### src/core/fb_ctrl_pkg.sv
// Package of the stepper feedback-mode controller: register map, fields, resets, modes.
// Assumes a 100 MHz ref_clk and an APB register bus with 32-bit data.
package fb_ctrl_pkg;
  // Register byte addresses.
  localparam logic [7:0] A_CTRL   = 8'h00;
  localparam logic [7:0] A_RUN    = 8'h04;
  localparam logic [7:0] A_HOLD   = 8'h08;
  localparam logic [7:0] A_HDLY   = 8'h0c;
  localparam logic [7:0] A_TQ     = 8'h10;
  localparam logic [7:0] A_TS     = 8'h14;
  localparam logic [7:0] A_LIM    = 8'h18;
  localparam logic [7:0] A_MKV0   = 8'h1c;
  localparam logic [7:0] A_MKV1   = 8'h20;
  localparam logic [7:0] A_PLIM   = 8'h24;
  localparam logic [7:0] A_VWIN   = 8'h28;
  localparam logic [7:0] A_VTHR   = 8'h2c;
  localparam logic [7:0] A_STAT   = 8'h30;
  localparam logic [7:0] A_MASK   = 8'h34;
  localparam logic [7:0] A_LL     = 8'h38;
  localparam logic [7:0] A_LT     = 8'h3c;
  localparam logic [7:0] A_STATE  = 8'h40;
  // Control register fields.
  localparam int C_MODE  = 0;
  localparam int C_MK_EN = 2;
  localparam int C_MK_SEL = 3;
  localparam int C_LIM_EN = 4;
  localparam int C_CLR   = 5;
  localparam int C_SCALE = 8;
  // Event bits of the status and mask registers.
  localparam int NEV      = 4;
  localparam int S_LOCK   = 0;
  localparam int S_REJ    = 1;
  localparam int S_MKDONE = 2;
  localparam int S_VWIN   = 3;
  // Motor resolution, the two-full-step synchronism bound, register reset values and the variable-current gain.
  localparam logic [15:0] USTEPS    = 16'h0010;
  localparam logic [15:0] LIM_RST   = 16'h0020;
  localparam logic [7:0]  RUN_RST   = 8'h50;
  localparam logic [7:0]  HOLD_RST  = 8'h19;
  localparam logic [15:0] HDLY_RST  = 16'h03e8;
  localparam logic [15:0] MKV_RST   = 16'h0100;
  localparam logic [15:0] LT_RST    = 16'hffff;
  localparam logic [15:0] VAR_GAIN  = 16'h0004;
  // Feedback-control modes.
  typedef enum logic [1:0] {
    M_BYPASS = 2'b00,
    M_FIXED  = 2'b01,
    M_VAR    = 2'b10,
    M_TORQUE = 2'b11
  } fb_mode_type;
  // Motion operation modes set by the network side.
  typedef enum logic [2:0] {
    OP_PP   = 3'b001,
    OP_PV   = 3'b011,
    OP_PT   = 3'b100,
    OP_HOME = 3'b110,
    OP_CSP  = 3'b111
  } op_mode_type;
endpackage

### src/core/leadlag_if.sv
// Interface carrying step events into the lead/lag accumulator and its count back.
// Assumes both ends run on the same clock.
`timescale 1ns/1ns
`default_nettype none
interface leadlag_if;
  logic              cmd_fwd;
  logic              cmd_rev;
  logic              enc_fwd;
  logic              enc_rev;
  logic              clr;
  logic signed [15:0] count;
  modport ctl (output cmd_fwd, output cmd_rev, output enc_fwd, output enc_rev, output clr, input count);
  modport acc (input cmd_fwd, input cmd_rev, input enc_fwd, input enc_rev, input clr, output count);
endinterface
`default_nettype wire

### src/core/leadlag_acc.sv
// Signed lead/lag accumulator: commanded steps count up, encoder steps count down.
// Assumes a synchronised reset and single-cycle step pulses.
`timescale 1ns/1ns
`default_nettype none
module leadlag_acc
  import fb_ctrl_pkg::*;
(
  input wire logic ref_clk,
  input wire logic rst_n,
  input wire logic ce,
  leadlag_if.acc   ll
);
  typedef struct packed {
    logic signed [15:0] cnt;
  } acc_type;
  acc_type s_q;
  acc_type s_d;

  // Net change per cycle; clearing after a make-up move overrides counting.
  always_comb begin
    s_d = s_q;
    s_d.cnt = s_q.cnt + 16'(ll.cmd_fwd) - 16'(ll.cmd_rev) - 16'(ll.enc_fwd) + 16'(ll.enc_rev);
    if (ll.clr) begin
      s_d.cnt = '0;
    end
  end

  // State register, frozen while the clock enable is low.
  always_ff @(posedge ref_clk or negedge rst_n) begin
    if (!rst_n) begin
      s_q <= '0;
    end else if (ce) begin
      s_q <= s_d;
    end
  end

  assign ll.count = s_q.cnt;
endmodule
`default_nettype wire

### src/core/fb_ctrl.sv
// Feedback-mode motion controller of an integrated stepper drive with APB registers.
// Assumes step commands and motion mode come from logic on ref_clk; encoder pins are asynchronous.
`timescale 1ns/1ns
`default_nettype none
// Summary of operation
// - Lead/lag is kept within two full steps either way in feedback modes.
// - Four modes: bypass, fixed current, variable current, torque.
// - A mode change is accepted only while no move runs.
// - Bypass forwards commanded steps straight to the step output.
// - Bypass uses only run and hold current levels.
// - Feedback modes compare encoder steps with commanded steps to hold bounds.
// - Commanded minus actual position accumulates in the lead/lag register.
// - After a move, make-up reinserts stored pulses at one of two velocities.
// - Fixed-current mode takes run and hold current settings.
// - Variable mode scales current with load, never above run current.
// - Torque mode holds torque percent and limits speed to torque speed.
// - Profile torque operation forces torque feedback mode.
// - Without encoder: bypass only, fixed run and hold current.
// - Current depends on run, hold, hold delay and fixed or variable control.
// - Profile position limits the target, then scales it to increments.
// - Profile velocity checks a window and the actual velocity threshold.
// - Cyclic synchronous position takes master targets each cycle directly.
// - Bound or timeout exceeded in feedback mode disables bridge, flags lock.
module fb_ctrl
  import fb_ctrl_pkg::*;
(
  input  wire logic               ref_clk,
  input  wire logic               rst_n,
  input  wire logic               ce,
  input  wire logic               psel,
  input  wire logic               penable,
  input  wire logic               pwrite,
  input  wire logic [7:0]         paddr,
  input  wire logic [31:0]        pwdata,
  output var  logic [31:0]        prdata,
  output var  logic               pready,
  output var  logic               pslverr,
  input  wire logic               cmd_step,
  input  wire logic               cmd_dir,
  input  wire logic               move_active,
  input  wire logic [2:0]         op_mode,
  input  wire logic signed [31:0] target_pos,
  input  wire logic               target_valid,
  input  wire logic signed [15:0] vel_demand,
  input  wire logic signed [15:0] vel_actual,
  input  wire logic               enc_step,
  input  wire logic               enc_dir,
  input  wire logic               enc_fitted,
  output var  logic               step_out,
  output var  logic               dir_out,
  output var  logic [7:0]         phase_current,
  output var  logic               bridge_enable,
  output var  logic               locked_rotor_err,
  output var  logic signed [31:0] position_demand,
  output var  logic               vel_in_window,
  output var  logic               vel_over_thresh,
  output var  logic               irq
);
  typedef struct packed {
    logic [2:0]     es;
    logic [2:0]     ed;
    logic [2:0]     ef;
    logic           est;
    logic           fit;
    fb_mode_type    mode;
    logic [15:0]    ctrl;
    logic [7:0]     run;
    logic [7:0]     hold;
    logic [15:0]    hdly;
    logic [7:0]     tq;
    logic [15:0]    ts;
    logic [15:0]    lim;
    logic [15:0]    mkv0;
    logic [15:0]    mkv1;
    logic [31:0]    plim;
    logic [15:0]    vwin;
    logic [15:0]    vthr;
    logic [15:0]    lt;
    logic [NEV-1:0] sts;
    logic [NEV-1:0] msk;
    logic [31:0]    rdata;
    logic           rdy;
    logic           err;
    logic [15:0]    hcnt;
    logic [15:0]    div;
    logic           mk;
    logic [15:0]    mk_left;
    logic           mk_dir;
    logic           mv;
    logic [15:0]    lcnt;
    logic           bridge;
    logic           lock;
    logic           step;
    logic           dir;
    logic [7:0]     cur;
    logic [31:0]    pdem;
    logic           vok;
    logic           vhi;
    logic           irq;
  } st_type;

  st_type s_q;
  st_type s_d;
  logic [1:0] rsync_q;
  logic       rst_core_n;
  leadlag_if  ll_if();

  // Reset release through two flip-flops.
  always_ff @(posedge ref_clk or negedge rst_n) begin
    if (!rst_n) begin
      rsync_q <= 2'b00;
    end else begin
      rsync_q <= {rsync_q[0], 1'b1};
    end
  end
  assign rst_core_n = rsync_q[1];

  leadlag_acc u_acc (
    .ref_clk (ref_clk),
    .rst_n   (rst_core_n),
    .ce      (ce),
    .ll      (ll_if)
  );

  // Next state of the whole controller.
  always_comb begin
    logic           acc;
    logic           done;
    shortint        llv;
    logic [15:0]    mag;
    logic           fb;
    logic           moving;
    logic           fwd_ok;
    logic           tick;
    logic           enc_edge;
    logic [15:0]    vmag;
    logic [15:0]    amag;
    logic [NEV-1:0] set;
    logic [NEV-1:0] rclr;
    int             t;
    logic [23:0]    vcur;
    fb_mode_type    eff;
    acc = 1'b0;
    done = 1'b0;
    llv = '0;
    mag = '0;
    fb = 1'b0;
    moving = 1'b0;
    fwd_ok = 1'b0;
    tick = 1'b0;
    enc_edge = 1'b0;
    vmag = '0;
    amag = '0;
    set = '0;
    rclr = '0;
    t = '0;
    vcur = '0;
    eff = M_BYPASS;
    s_d = s_q;
    ll_if.cmd_fwd = 1'b0;
    ll_if.cmd_rev = 1'b0;
    ll_if.enc_fwd = 1'b0;
    ll_if.enc_rev = 1'b0;
    ll_if.clr = 1'b0;

    // Pins pass three flops; a change counts once stages two and three agree.
    s_d.es = {s_q.es[1:0], enc_step};
    s_d.ed = {s_q.ed[1:0], enc_dir};
    s_d.ef = {s_q.ef[1:0], enc_fitted};
    if (s_q.es[2] == s_q.es[1]) begin
      s_d.est = s_q.es[2];
    end
    if (s_q.ef[2] == s_q.ef[1]) begin
      s_d.fit = s_q.ef[2];
    end
    enc_edge = s_d.est & ~s_q.est;

    // Effective mode: no encoder means bypass, profile torque forces torque mode.
    if (!s_q.fit) begin
      eff = M_BYPASS;
    end else if (op_mode == OP_PT) begin
      eff = M_TORQUE;
    end else begin
      eff = s_q.mode;
    end
    fb = (eff != M_BYPASS) && s_q.bridge;
    llv = ll_if.count;
    mag = llv[15] ? 16'(-llv) : 16'(llv);
    moving = move_active | s_q.mk | (eff == M_TORQUE);

    // Encoder steps reduce the lead/lag when feedback is active.
    if (fb && enc_edge) begin
      ll_if.enc_fwd = s_q.ed[2];
      ll_if.enc_rev = ~s_q.ed[2];
    end

    // Step generation per mode; feedback holds steps back at the bound.
    fwd_ok = mag < s_q.lim;
    s_d.step = 1'b0;
    s_d.div = s_q.div + 16'h0001;
    if (eff == M_BYPASS) begin
      s_d.step = cmd_step & s_q.bridge;
      s_d.dir = cmd_dir;
    end else if (s_q.mk) begin
      if (s_q.div >= (s_q.ctrl[C_MK_SEL] ? s_q.mkv1 : s_q.mkv0)) begin
        tick = 1'b1;
      end
      if (tick) begin
        s_d.div = '0;
        s_d.step = s_q.bridge;
        s_d.dir = s_q.mk_dir;
        s_d.mk_left = s_q.mk_left - 16'h0001;
        done = (s_q.mk_left == 16'h0001);
      end
    end else if (eff == M_TORQUE) begin
      if (move_active && s_q.div >= s_q.ts) begin
        s_d.div = '0;
        if (fwd_ok && s_q.bridge) begin
          s_d.step = 1'b1;
          s_d.dir = cmd_dir;
          ll_if.cmd_fwd = cmd_dir;
          ll_if.cmd_rev = ~cmd_dir;
        end
      end
    end else if (cmd_step && fwd_ok && s_q.bridge) begin
      s_d.step = 1'b1;
      s_d.dir = cmd_dir;
      ll_if.cmd_fwd = cmd_dir;
      ll_if.cmd_rev = ~cmd_dir;
    end

    // Make-up starts at the end of a move and clears the register when done.
    s_d.mv = move_active;
    if (!s_q.mk && s_q.mv && !move_active && fb && s_q.ctrl[C_MK_EN] && mag != 16'h0000 && eff != M_TORQUE) begin
      s_d.mk = 1'b1;
      s_d.mk_left = mag;
      s_d.mk_dir = ~llv[15];
      s_d.div = '0;
    end
    if (done || (s_q.mk && !fb)) begin
      s_d.mk = 1'b0;
      ll_if.clr = 1'b1;
      set[S_MKDONE] = done;
    end

    // Locked rotor: bound exceeded or no encoder motion within the timeout.
    if (fb && move_active && mag != 16'h0000 && !enc_edge) begin
      s_d.lcnt = (s_q.lcnt == 16'hffff) ? s_q.lcnt : s_q.lcnt + 16'h0001;
    end else begin
      s_d.lcnt = '0;
    end
    if (fb && (mag > s_q.lim || s_q.lcnt >= s_q.lt)) begin
      s_d.bridge = 1'b0;
      s_d.lock = 1'b1;
      set[S_LOCK] = 1'b1;
    end

    // Phase current from run, hold, hold delay and the current-control style.
    if (moving) begin
      s_d.hcnt = s_q.hdly;
    end else if (s_q.hcnt != 16'h0000) begin
      s_d.hcnt = s_q.hcnt - 16'h0001;
    end
    vcur = 24'(s_q.hold) + 24'(mag) * 24'(VAR_GAIN);
    if (!s_q.bridge) begin
      s_d.cur = '0;
    end else if (eff == M_TORQUE) begin
      s_d.cur = s_q.tq;
    end else if (!(moving || s_q.hcnt != 16'h0000)) begin
      s_d.cur = s_q.hold;
    end else if (eff == M_VAR) begin
      s_d.cur = (vcur > 24'(s_q.run)) ? s_q.run : vcur[7:0];
    end else begin
      s_d.cur = s_q.run;
    end

    // Position demand: optional limit, then normalise to increments; cyclic targets too.
    if (target_valid && (op_mode == OP_PP || op_mode == OP_CSP)) begin
      t = target_pos;
      if (op_mode == OP_PP && s_q.ctrl[C_LIM_EN]) begin
        if (t > $signed(s_q.plim)) begin
          t = $signed(s_q.plim);
        end else if (t < -$signed(s_q.plim)) begin
          t = -$signed(s_q.plim);
        end
      end
      s_d.pdem = t <<< s_q.ctrl[C_SCALE +: 4];
    end

    // Velocity window and threshold monitoring in profile velocity mode.
    vmag = (vel_demand - vel_actual) < 0 ? 16'(vel_actual - vel_demand) : 16'(vel_demand - vel_actual);
    amag = vel_actual[15] ? 16'(-vel_actual) : 16'(vel_actual);
    if (op_mode == OP_PV) begin
      s_d.vok = vmag <= s_q.vwin;
      s_d.vhi = amag > s_q.vthr;
      set[S_VWIN] = s_q.vok & ~s_d.vok;
    end

    // APB slave: access answered on its second cycle, write and read-clear on completion.
    acc = psel & penable;
    s_d.rdy = acc & ~s_q.rdy;
    s_d.err = 1'b0;
    if (acc && !s_q.rdy) begin
      s_d.err = 1'b0;
      unique case (paddr)
        A_CTRL:  s_d.rdata = {16'h0000, s_q.ctrl[15:2], s_q.mode};
        A_RUN:   s_d.rdata = 32'(s_q.run);
        A_HOLD:  s_d.rdata = 32'(s_q.hold);
        A_HDLY:  s_d.rdata = 32'(s_q.hdly);
        A_TQ:    s_d.rdata = 32'(s_q.tq);
        A_TS:    s_d.rdata = 32'(s_q.ts);
        A_LIM:   s_d.rdata = 32'(s_q.lim);
        A_MKV0:  s_d.rdata = 32'(s_q.mkv0);
        A_MKV1:  s_d.rdata = 32'(s_q.mkv1);
        A_PLIM:  s_d.rdata = s_q.plim;
        A_VWIN:  s_d.rdata = 32'(s_q.vwin);
        A_VTHR:  s_d.rdata = 32'(s_q.vthr);
        A_STAT:  s_d.rdata = 32'(s_q.sts);
        A_MASK:  s_d.rdata = 32'(s_q.msk);
        A_LL:    s_d.rdata = 32'(llv);
        A_LT:    s_d.rdata = 32'(s_q.lt);
        A_STATE: s_d.rdata = {24'h000000, s_q.fit, s_q.mk, s_q.lock, s_q.bridge, 2'b00, eff};
        default: begin
          s_d.rdata = '0;
          s_d.err = 1'b1;
        end
      endcase
    end
    if (acc && s_q.rdy && !pwrite && paddr == A_STAT) begin
      rclr = s_q.sts;
    end
    if (acc && s_q.rdy && pwrite) begin
      unique case (paddr)
        A_CTRL: begin
          s_d.ctrl = pwdata[15:0];
          if (pwdata[C_CLR]) begin
            s_d.lock = 1'b0;
            s_d.bridge = 1'b1;
            s_d.lcnt = '0;
          end
          if (move_active || s_q.mk) begin
            set[S_REJ] = (pwdata[C_MODE +: 2] != s_q.mode);
          end else begin
            s_d.mode = fb_mode_type'(pwdata[C_MODE +: 2]);
          end
        end
        A_RUN:   s_d.run = pwdata[7:0];
        A_HOLD:  s_d.hold = pwdata[7:0];
        A_HDLY:  s_d.hdly = pwdata[15:0];
        A_TQ:    s_d.tq = pwdata[7:0];
        A_TS:    s_d.ts = pwdata[15:0];
        A_LIM:   s_d.lim = pwdata[15:0];
        A_MKV0:  s_d.mkv0 = pwdata[15:0];
        A_MKV1:  s_d.mkv1 = pwdata[15:0];
        A_PLIM:  s_d.plim = pwdata;
        A_VWIN:  s_d.vwin = pwdata[15:0];
        A_VTHR:  s_d.vthr = pwdata[15:0];
        A_MASK:  s_d.msk = pwdata[NEV-1:0];
        A_LT:    s_d.lt = pwdata[15:0];
        default: s_d.msk = s_q.msk;
      endcase
    end

    // Sticky events: a new event wins over a read clear in the same cycle.
    s_d.sts = (s_q.sts & ~rclr) | set;
    s_d.irq = |(s_d.sts & s_q.msk);
  end

  // Single state register, frozen while the clock enable is low.
  always_ff @(posedge ref_clk or negedge rst_core_n) begin
    if (!rst_core_n) begin
      s_q <= '0;
      s_q.mode <= M_BYPASS;
      s_q.run <= RUN_RST;
      s_q.hold <= HOLD_RST;
      s_q.hdly <= HDLY_RST;
      s_q.lim <= LIM_RST;
      s_q.mkv0 <= MKV_RST;
      s_q.mkv1 <= MKV_RST;
      s_q.lt <= LT_RST;
      s_q.bridge <= 1'b1;
    end else if (ce) begin
      s_q <= s_d;
    end
  end

  // Outputs straight from the state register.
  assign prdata = s_q.rdata;
  assign pready = s_q.rdy;
  assign pslverr = s_q.err;
  assign step_out = s_q.step;
  assign dir_out = s_q.dir;
  assign phase_current = s_q.cur;
  assign bridge_enable = s_q.bridge;
  assign locked_rotor_err = s_q.lock;
  assign position_demand = s_q.pdem;
  assign vel_in_window = s_q.vok;
  assign vel_over_thresh = s_q.vhi;
  assign irq = s_q.irq;
endmodule
`default_nettype wire

### config.mk
export PLATFORM = sky130hd
export DESIGN_NAME = fb_ctrl
export DESIGN_NICKNAME = d
export VERILOG_FILES = /design/src/core/fb_ctrl_pkg.sv /design/src/core/leadlag_if.sv /design/src/core/leadlag_acc.sv /design/src/core/fb_ctrl.sv
export SDC_FILE = /design/constraint.sdc
export NUM_CORES = 1
export LEC_CHECK = 0
export BUFFER_PORTS_ARGS = -buffer_cell sky130_fd_sc_hd__buf_2
export CAP_MARGIN = 0
export CORE_ASPECT_RATIO = 1.4
export CORE_UTILIZATION = 40
export CTS_CLUSTER_DIAMETER = 100
export DETAILED_ROUTE_END_ITERATION = 6
export HOLD_SLACK_MARGIN = 0.08
export MAX_ROUTING_LAYER = met4
export PLACE_DENSITY = 0.6
export SLEW_MARGIN = 20
export SYNTH_ARGS = -nofsm -noshare
export SYNTH_HDL_FRONTEND = slang
export SYNTH_SLANG_ARGS = --single-unit
export TNS_END_PERCENT = 100
### constraint.sdc
create_clock -name ref_clk -period 14.7 [get_ports ref_clk]
set_input_delay 2.94 -clock ref_clk [delete_from_list [all_inputs] [get_ports ref_clk]]
set_output_delay 2.94 -clock ref_clk [all_outputs]
set_load 0.1 [all_outputs]
## After elaboration in Yosys (flattened, before gate mapping)

Cells that the tools add are included.

- Magnitude comparators: 11
- Mux-type cells: 73
- Add/sub/neg operators: 15
- Multiply operators: 0
- Bitwise logic cells: 18
- Eq/ne operators: 32
- Divide/modulo/power cells: 0
- Reductions and logical operators: 71
- Shift operators: 1

Operators by type and width:

| kind | count |
|---|---|
| $pmux 32 s17 | 1 |
| $mux 16 | 17 |
| $mux 32 | 4 |
| $eq 8x6->1 const B | 8 |
| $mux 18 | 3 |
| $ge 16x16->1 | 3 |
| $reduce_and 3->1 | 14 |
| $mux 8 | 5 |
| $mux 34 | 1 |
| $add 16x1->16 | 2 |
| $add 16x1->16 const B | 2 |
| $eq 8x5->1 const B | 4 |
| $gt 16x16->1 | 2 |
| $gt 32x32->1 | 1 |
| $lt 32x32->1 | 1 |
| $neg 16->16 | 2 |
| $neg 32->32 | 1 |
| $reduce_bool 16->1 | 2 |
| $sshl 32x4->32 | 1 |
| $sub 16x1->16 | 2 |
| $sub 16x1->16 const B | 2 |
| $sub 16x16->16 | 2 |
| $mux 1 | 31 |
| $logic_and 1x1->1 | 24 |
| 40 further kinds | 86 |

- Word-level logic and storage cells: 263
- Memory bits (writable): 0
- Output and inout port bits: 81
- Flip-flop bits (word level): 387
- Bits in read-only memories: 0
- Latch bits: 0
- Memories: 0
- Input bits: 120

## Logic depth before layout (Yosys ltp)

Gate-level depths: netlist of the first run.

- Depth after elaboration: 14
- Mapped depth: 35
- Gate-level depth less buffers: 35

## Cells and area by module

A second synthesis of the first run with hierarchy kept.

- Cell total of the unflattened synthesis: 2,957
- Area, all modules: 27,855.5 um^2

By module, submodules not included:

| module | cells an instance | times used | area each (um^2) | seq. area each (um^2) |
|---|---|---|---|---|
| fb_ctrl | 2,784 | 1 | 26,387.8 | 9,272.6 |
| leadlag_acc | 173 | 1 | 1,467.7 | 400.4 |

## Worst setup path after synthesis of the first run

OpenSTA, ideal clock, no wires.

- Path type: input port to flip-flop
- Start: input port vel_demand[0]
- End: register s_q (netlist bit irq)
- Buffers on the path: 2
- Data required time: 14,568 ps
- Arrival: 8,192 ps
- Slack: 6,376 ps
- Setup time: 132 ps
- Stages: 30
- Cells stage by stage: inv_1 ha_1 inv_1 fa_1 a21o_1 a21oi_1 o21ai_0 a21oi_1 o21bai_1 a21oi_1 o21bai_1 a211o_1 a21oi_1 a22o_1 clkbuf_1 buf_1 mux2_2 ha_1 nor2b_1 o21a_1 o21a_1 o21a_1 o21a_1 o21a_1 o211ai_1 a31o_2 nor2_1 a21o_1 a221oi_1 a21oi_1

- Word-level cells in the longest chain between the ends: 10
- Elaborated cells between the ends (all ways): 12
- Those cells by class: add/sub: 3; order compare: 2; mux: 2; bitwise: 4; reduce/logical: 1

Ends and longest elaborated chain:

| what | RTL line | text |
|---|---|---|
| start: declaration | fb_ctrl.sv:44 | `input wire logic signed [15:0] vel_demand,` |
| $sub 16x16->17 | fb_ctrl.sv:291 | `vmag = (vel_demand - vel_actual) < 0 ? 16'(vel_actual - vel_demand) : 16'(vel_demand - vel_actual);` |
| $lt 17x1->1 | fb_ctrl.sv:291 |  |
| $mux 16 * | fb_ctrl.sv:291 |  |
| $le 16x16->1 * | fb_ctrl.sv:294 | `s_d.vok = vmag <= s_q.vwin;` |
| $not 1->1 * | fb_ctrl.sv:296 | `set[S_VWIN] = s_q.vok & ~s_d.vok;` |
| $and 1x1->1 * | fb_ctrl.sv:296 |  |
| $mux 1 * | fb_ctrl.sv:293 | `if (op_mode == OP_PV) begin` |
| $or 4x4->4 * | fb_ctrl.sv:365 | `s_d.sts = (s_q.sts & ~rclr) \| set;` |
| $and 4x4->4 * | fb_ctrl.sv:366 | `s_d.irq = \|(s_d.sts & s_q.msk);` |
| $reduce_or 4->1 * | fb_ctrl.sv:366 |  |
| end: declaration | fb_ctrl.sv:102 | `st_type s_q;` |

Every way passes the cells marked *; elsewhere a longest branch is shown, timed or not.
A chain may end at the register's enable or synchronous reset.

## Worst setup path after layout of the first run

Same ends and word-level chain as after synthesis.

==> results of run 1 <==
-- registers in the layout, indices dropped and copies added (netlist names), 2 cells and up --
| register | cells |
|---|---|
| s_q | 280 |
| position_demand | 32 |
| prdata | 32 |
| u_acc.ll.count | 16 |
| phase_current | 8 |
| s_d | 6 |
| rsync_q | 2 |
-- power groups by stage --
| stage | logic (mW) | registers (mW) | clock network, mW |
|---|---|---|---|
| 2_1_floorplan | 1.04 | 1.26 | 0 |
| 3_3_place_gp | 1.36 | 1.29 | 0 |
| 3_5_place_dp | 1.37 | 1.29 | 0 |
| 4_1_cts | 1.38 | 1.27 | 1.13 |
| 5_1_grt | 1.51 | 1.28 | 1.16 |
| 6_report | 1.38 | 1.27 | 1.11 |
-- logic make-up after synthesis --
| kind of cell | after synthesis |
|---|---|
| AO/OA/AOI/OAI | 825 |
| AND/OR/NAND/NOR | 710 |
| buffers and inverters | 448 |
| flip-flops | 385 |
| multiplexers | 296 |
| adder cells (fa/ha/maj) | 245 |
| XOR/XNOR | 91 |
| other | 1 |
-- through the flow --
stage / power, mW / instance area (um^2) / cells
after floorplan: 2.30 / 27700 / 3001
after global placement: 2.65 / 29200 / 3949
after detailed placement: 2.66 / 29200 / 3949
after CTS: 3.77 / 30600 / 4031
after global routing: 3.95 / 30600 / 4034
final: 3.75 / 30600 / 4037
-- cells in the final DEF, fill, tap and decap left out, types with 21 or more instances in the layout --
cell type and count:
a221oi_1 24, dfstp_2 31, dfrtp_1 353, a21o_1 63, a22o_1 24, nand2_1 233
nand3_1 52, nor3_1 57, o22ai_1 23, buf_2 199, and3_1 26, nand4_1 54
nor2_1 159, o21a_1 25, a21oi_1 194, nor2b_1 21, xnor2_1 75, buf_4 43
a22oi_1 88, o21ai_1 42, mux2_2 227, mux2i_1 65, nor4_1 22, clkbuf_16 46
ha_1 240, o21ai_0 141, inv_1 230
-- final cells by class --
| type | instances | area share, % |
|---|---|---|
| multi-input combinational | 2168 | 52.7 |
| sequential | 385 | 31.6 |
| timing repair buffer | 243 | 4.35 |
| clock buffer | 70 | 4.25 |
| tap | 920 | 3.76 |
| inverter | 233 | 2.86 |
| clock inverter | 12 | 0.409 |
| antenna | 6 | 0.0491 |
-- worst reg2reg max path, cell delays in order (launching register included) --
cell and delay (ns):
dfrtp_1 0.54, or4_1 0.62, nand4b_2 0.42, or3_1 0.60
nor3_4 0.27, nand2_2 0.10, or4_4 0.43, xnor2_2 0.16
ha_1 0.38, nand4_1 0.18, nor4_1 0.56, a21oi_1 0.24
o22a_1 0.41, a211oi_4 0.93, a221oi_1 0.33, mux2_2 0.39
mux2i_1 0.33, mux2i_1 0.19, o221ai_1 0.26, o21a_1 0.16
-- Yosys cell counts (31+ instances only) --
library cell,n,area (um^2)
clkbuf_1,116,435
a21o_1,63,473
o21ai_1,42,210
nand2_1,233,875
xnor2_1,76,666
a22oi_1,88,661
dfrtp_1,354,8860
nand4_1,54,338
buf_4,72,541
nand3_1,52,260
inv_1,230,863
a21oi_1,194,971
mux2_2,227,2560
nor3_1,61,305
dfstp_2,31,815
o21ai_0,141,706
nor2_1,160,601
ha_1,240,3000
mux2i_1,65,651
-- worst paths after layout --
| check | from | to | slack, ns |
|---|---|---|---|
| worst max register to register | s_q[206] | position_demand[11] | 7.16 |
| worst min register to register | rsync_q[1] | s_q[76] | 0.35 |
| max in group asynchronous | rsync_q[1] | position_demand[6] | 12.17 |
| min in group ref_clk | rsync_q[0] | rsync_q[1] | 0.36 |
| worst min-delay path | rsync_q[1] | s_q[76] | 0.35 |
| worst max-delay path | vel_demand[0] | irq | 6.47 |
-- layer usage --
metal	GRT usage, %	vias to the layer above	part of all wire [%]
li1	-	11000	-
met1	32.1	11800	39
met2	47.5	792	49
met3	4.38	246	5.7
met4	16.7	0	6.5
met5	-	-	0
==> summary.md, run 1 <==
| Metric | Value |
|---|---|
| Seq cells post-synth | 385 |
| Relative slew margins | between 20% and 30% |
| Drt drc | 0 |
| Hold slack final | approximately 0.35 ns |
| R2R depth | 19 |
| Delay-heaviest family, CP | compound AO/OA/AOI/OAI gates |
| Width of the chip | 224 um |
| Routed via count | ~24k |
| Static Leak | 13.8 nW |
| Skew final | between 0.03 and 0.04 ns |
| Clk root buf | clkbuf_16 |
| Rows | roughly 110 |
| Clock sinks | around 390 |
| Largest net degree at the start of global routing | 79 |
| Outcome | completed |
| Final setup viols | 0 |
| Mapped Cells | roughly 3k |
| Syn nets | 3366 |
| WL final | 98300 um |
| Actual slew at the worst max-slew pin | 1.13 ns |
| Logic gate share of total power | between 30% and 40% |
| Clock network power share | between 20% and 30% |
| Grt total ovfl | 0 |
| Nets@finish | between 3k and 4k |
| Clock transition at the registers of the reported paths | 0.06 ns |
| Setup ws final | about 6.5 ns |
| Mean Syn Cell Area | about 9 um^2 |
| IR Drop Worst-Case VDD | between 0.07 and 0.08 mV |
| TritonCTS clock tree | built |
| CP required | between 15 and 20 ns |
| Power density over the cells | about 120 nW/um^2 |
| Crit path buf inv count | 3 |
| Hold_buf cts | 0 |
| Crit path depth | 29 |
| Vias in the first global route | around 23k |
| Number of port buffers | 200 |
| Adder-cell share of the synthesized area | between 10 and 15% |
| Crit-path max FO | 14 |
| Area growth syn-to-layout | 10.5% |
| Simple-Gate Fraction of Synth Area | about 12% |
| Slowest CP cell | a22o_1 |
| Post-synthesis xor/xnor area fraction | between 2 and 3% |
| CP max stage delay | ~0.70 ns |
| Synth cell types | between 80 and 90 |
| Initial antenna violation count | 6 |
| Detailed Route Iter0 Violations | between 2k and 2.5k |
| Routed Antenna Nets | 0 |
| I/O pins | 201 |
| Multi-input logic area | roughly 16000 um^2 |
| CP endpoint kind | flop |
| Final period util | 56.0% |
| Final Max Slew Viols | 0 |
| Final HPWL DP | about 75000 um |
| Synth warnings | 0 |
| Setup slack at placement | 5.91 ns |
| Wire per inst | 24.3 um |
| Mapped Area | 27700 um^2 |
| Die H | 313 um |
| Psw | 1.49 mW |
| Final weighted congestion in routability-driven placement | approximately 1 |
| Sequential Area | between 9000 and 10000 um^2 |
| GRT Overall Usage | ~28% |
| Final core occ | around 45% |
| Post-cts resize count | 0 |
| Switch share | about two fifths |
| Drt pass-1 iters | 7 |
| Seq/Total Area, Yosys | 34.9% |
| Mux share of post-synthesis cell area | a little under an eighth |
| Pint | approximately 2.3 mW |
| Largest family of logic cells by synthesized area | compound AO/OA/AOI/OAI gates |
| Min Clock Period, post-route | about 8 ns |
| Critical path arrival | 8.65 ns |
| Critical Setup Path Class | input port to flop |
| Post-CTS Setup Bufs | 0 |
| Startpoint Class | input port |
| First-pass GRT wire length | 146000 um |
| RSZ-0062 raised after global routing | false |
| Ys async rst share | between 90% and 100% |
| Post-synth EDFFs | 0 |
| Fraction of layout instances using a drive strength above 1 | approximately a fifth |
| Hold Path Class | flop to async pin |
| Setup TNS Final | 0 ns |
| H-tree depth | 2 |
| Max Root-Sink Buffers | 3 |
| Avg Vias per Cell | around 5.9 |
| Fillers | roughly 6.8k |
| Synth Area in Compound Gates | a little under 20% |
| MaxCap Viol Count | 0 |
| Reg power frac | between 30% and 40% |
| Starting Density | 40.6% |
| Hold Fails Final Rpt | 0 |
| Core Box Area | 68100 um^2 |
| Num CTS Buffers | 44 |
| Fmax | ~120 MHz |
| Worst skew pair latency | 0.60 ns |
| Die Area | ~70000 um^2 |
| Main synth FF type | dfrtp_1 |
Power figures use the tool's default switching activity.
==> inputs of run 2 (changes only) <==
Settings changed: PLACE_DENSITY 0.6 to 0.62.
Clock period 14.7 ns to 6.6 ns, I/O delays scaled along.
==> summary.md, run 2 (synthesis results as in run 1) <==
| Metric | Value |
|---|---|
| I/O pins | roughly 200 |
| Grt total ovfl | 0 |
| Critical path arrival | between 6 and 7 ns |
| Cell Count, Final, Fillers Out | 4106 |
| Fmax | 158 MHz |
| Detailed Route Iter0 Violations | about 2.3k |
| Crit-path max FO | 4 |
| Setup TNS Final | 0 ns |
| Final HPWL DP | between 70000 and 80000 um |
| Width of the chip | approximately 220 um |
| Max Root-Sink Buffers | 3 |
| H-tree depth | 2 |
| Drt pass-1 iters | 6 |
| TritonCTS clock tree | built |
| Most frequent cells in the layout | dfrtp_1 (350), ha_1 (238), nand2_1 (233) |
| R2R Path Start | u_acc.ll.count[3] |
| Worst skew pair latency | approximately 0.62 ns |
| Actual slew at the worst max-slew pin | 1.14 ns |
| Largest net degree at the start of global routing | around 130 |
| Most used cell, CP | a21o_1 |
| Final setup viols | 0 |
| Fillers | a little under 7k |
| Vias in the first global route | about 24k |
| RSZ-0062 raised after global routing | true |
| Die H | 313 um |
| Static Leak | approximately 14 nW |
| Die Area | between 70000 and 80000 um^2 |
| Final Max Slew Viols | 0 |
| Final weighted congestion in routability-driven placement | between 0.9 and 1 |
| First-pass GRT wire length | approximately 150000 um |
| R2r setup slk | 0.27 ns |
| Num CTS Buffers | 45 |
| Starting Density | 40.6% |
| Avg Vias per Cell | between 5 and 6 |
| Drt drc | 0 |
| WL final | 99400 um |
| Nets@finish | approximately 3.5k |
| Routed Antenna Nets | 0 |
| Fraction of layout instances using a drive strength above 1 | about 22% |
| Clock sinks | between 300 and 400 |
| Number of port buffers | 200 |
| Outcome | completed |
| Critical R2R Capture | u_acc.ll.count[15] |
| IR Drop Worst-Case VDD | around 0.27 mV |
| Hold Path Class | flop to async pin |
| R2R depth | 35 |
| Power density over the cells | about 280 nW/um^2 |
| CP max stage delay | approximately 0.37 ns |
| Clk root buf | clkbuf_16 |
| Skew final | ~0.046 ns |
| Initial antenna violation count | 7 |
| Hold slack final | 0.321 ns |
| Startpoint Class | flop |
| CP required | 7.11 ns |
| Setup slack at placement | 0.0160 ns |
| Critical Setup Path Class | flop to flop |
| Cells after DPL | 4011 |
| Slowest CP cell | dfrtp_1 |
| Final Power | just under 9 mW |
| Min Clock Period, post-route | between 6 and 7 ns |
| Largest Register | s_q |
| Clock transition at the registers of the reported paths | roughly 0.060 ns |
| Max FFs per register | 280 |
| Final period util | 95.9% |
| GRT Overall Usage | between 20% and 30% |
| Setup ws final | 0.272 ns |
| Core Box Area | ~70000 um^2 |
| Rows | approximately 110 |
| Hold Fails Final Rpt | 0 |
| Routed via count | approximately 24k |
| CP endpoint kind | flop |
| MaxCap Viol Count | 0 |
| Relative slew margins | 23.9% |
| Commonest non-fill, non-tap cell in the layout | dfrtp_1 |
| Wire per inst | roughly 24 um |
| Area growth syn-to-layout | 13.2% |
==> run 2: stage by stage <==
step	util [%]	instance area, um^2
after global placement	43.5	29600
after detailed placement	43.5	29600
final	46.0	31300
after CTS	45.8	31200
after floorplan	-	27700
after global routing	46.0	31300
==> run 2: how the worst max path moves through the flow <==
stage / cells after the start / to / slack [ns] / startpoint
after floorplan: 30 / irq / 0.1 / vel_demand[0]
after detailed placement: 30 / irq / 0.02 / vel_demand[0]
final: 35 / u_acc.ll.count[15] / 0.27 / u_acc.ll.count[3]
after global routing: 35 / u_acc.ll.count[15] / -0.07 / u_acc.ll.count[3]
after global placement: 30 / irq / 0.14 / vel_demand[0]
after CTS: 35 / u_acc.ll.count[15] / 0.02 / u_acc.ll.count[4]
==> run 2: report_power, final <==
part           internal (mW)  leakage (nW)  switching, mW
Sequential              2.55          5.07          0.206
Clock                   1.60         0.775           1.10
Combinational           1.23          8.41           2.11
==> run 2: timing repair <==
action | CTS | global route
endpoints found under the setup margin | 0 | 9
buffers inserted | 0 | 7
hold buffers | 0 | 0
endpoints found under the hold margin | 0 | 0
resized for setup | 0 | 24
==> run 2: layout make-up <==
class	instances	area, um^2	area share (%)
inverters	233	875	2.79
flip-flops and latches	385	9680	30.9
well taps	920	1150	3.67
multi-input cells	2168	16200	51.6
repair buffers	312	1860	5.92
diodes	4	10.0	0.0319
clock buffers	61	1280	4.07
clock inverters	23	307	0.978
==> run 2: worst max-delay path, delay by kind of cell (launching register included) <==
family                     cells  cell delay [ns]
and+or+nand+nor                5             0.85
DFF                            1             0.37
AOI/OAI and AO/OA             19             2.87
buffers and inverters          4             0.32
xor gates and xnor gates       2             0.51
adders and majority gates      5             1.28
==> run 2: layer usage <==
layer,GRT usage [%],share of wire (%),up-vias
met2,47.6,48,1028
met5,-,0,-
met1,32.8,38,11800
li1,-,-,11200
met3,4.21,6.3,292
met4,17.6,7.1,0
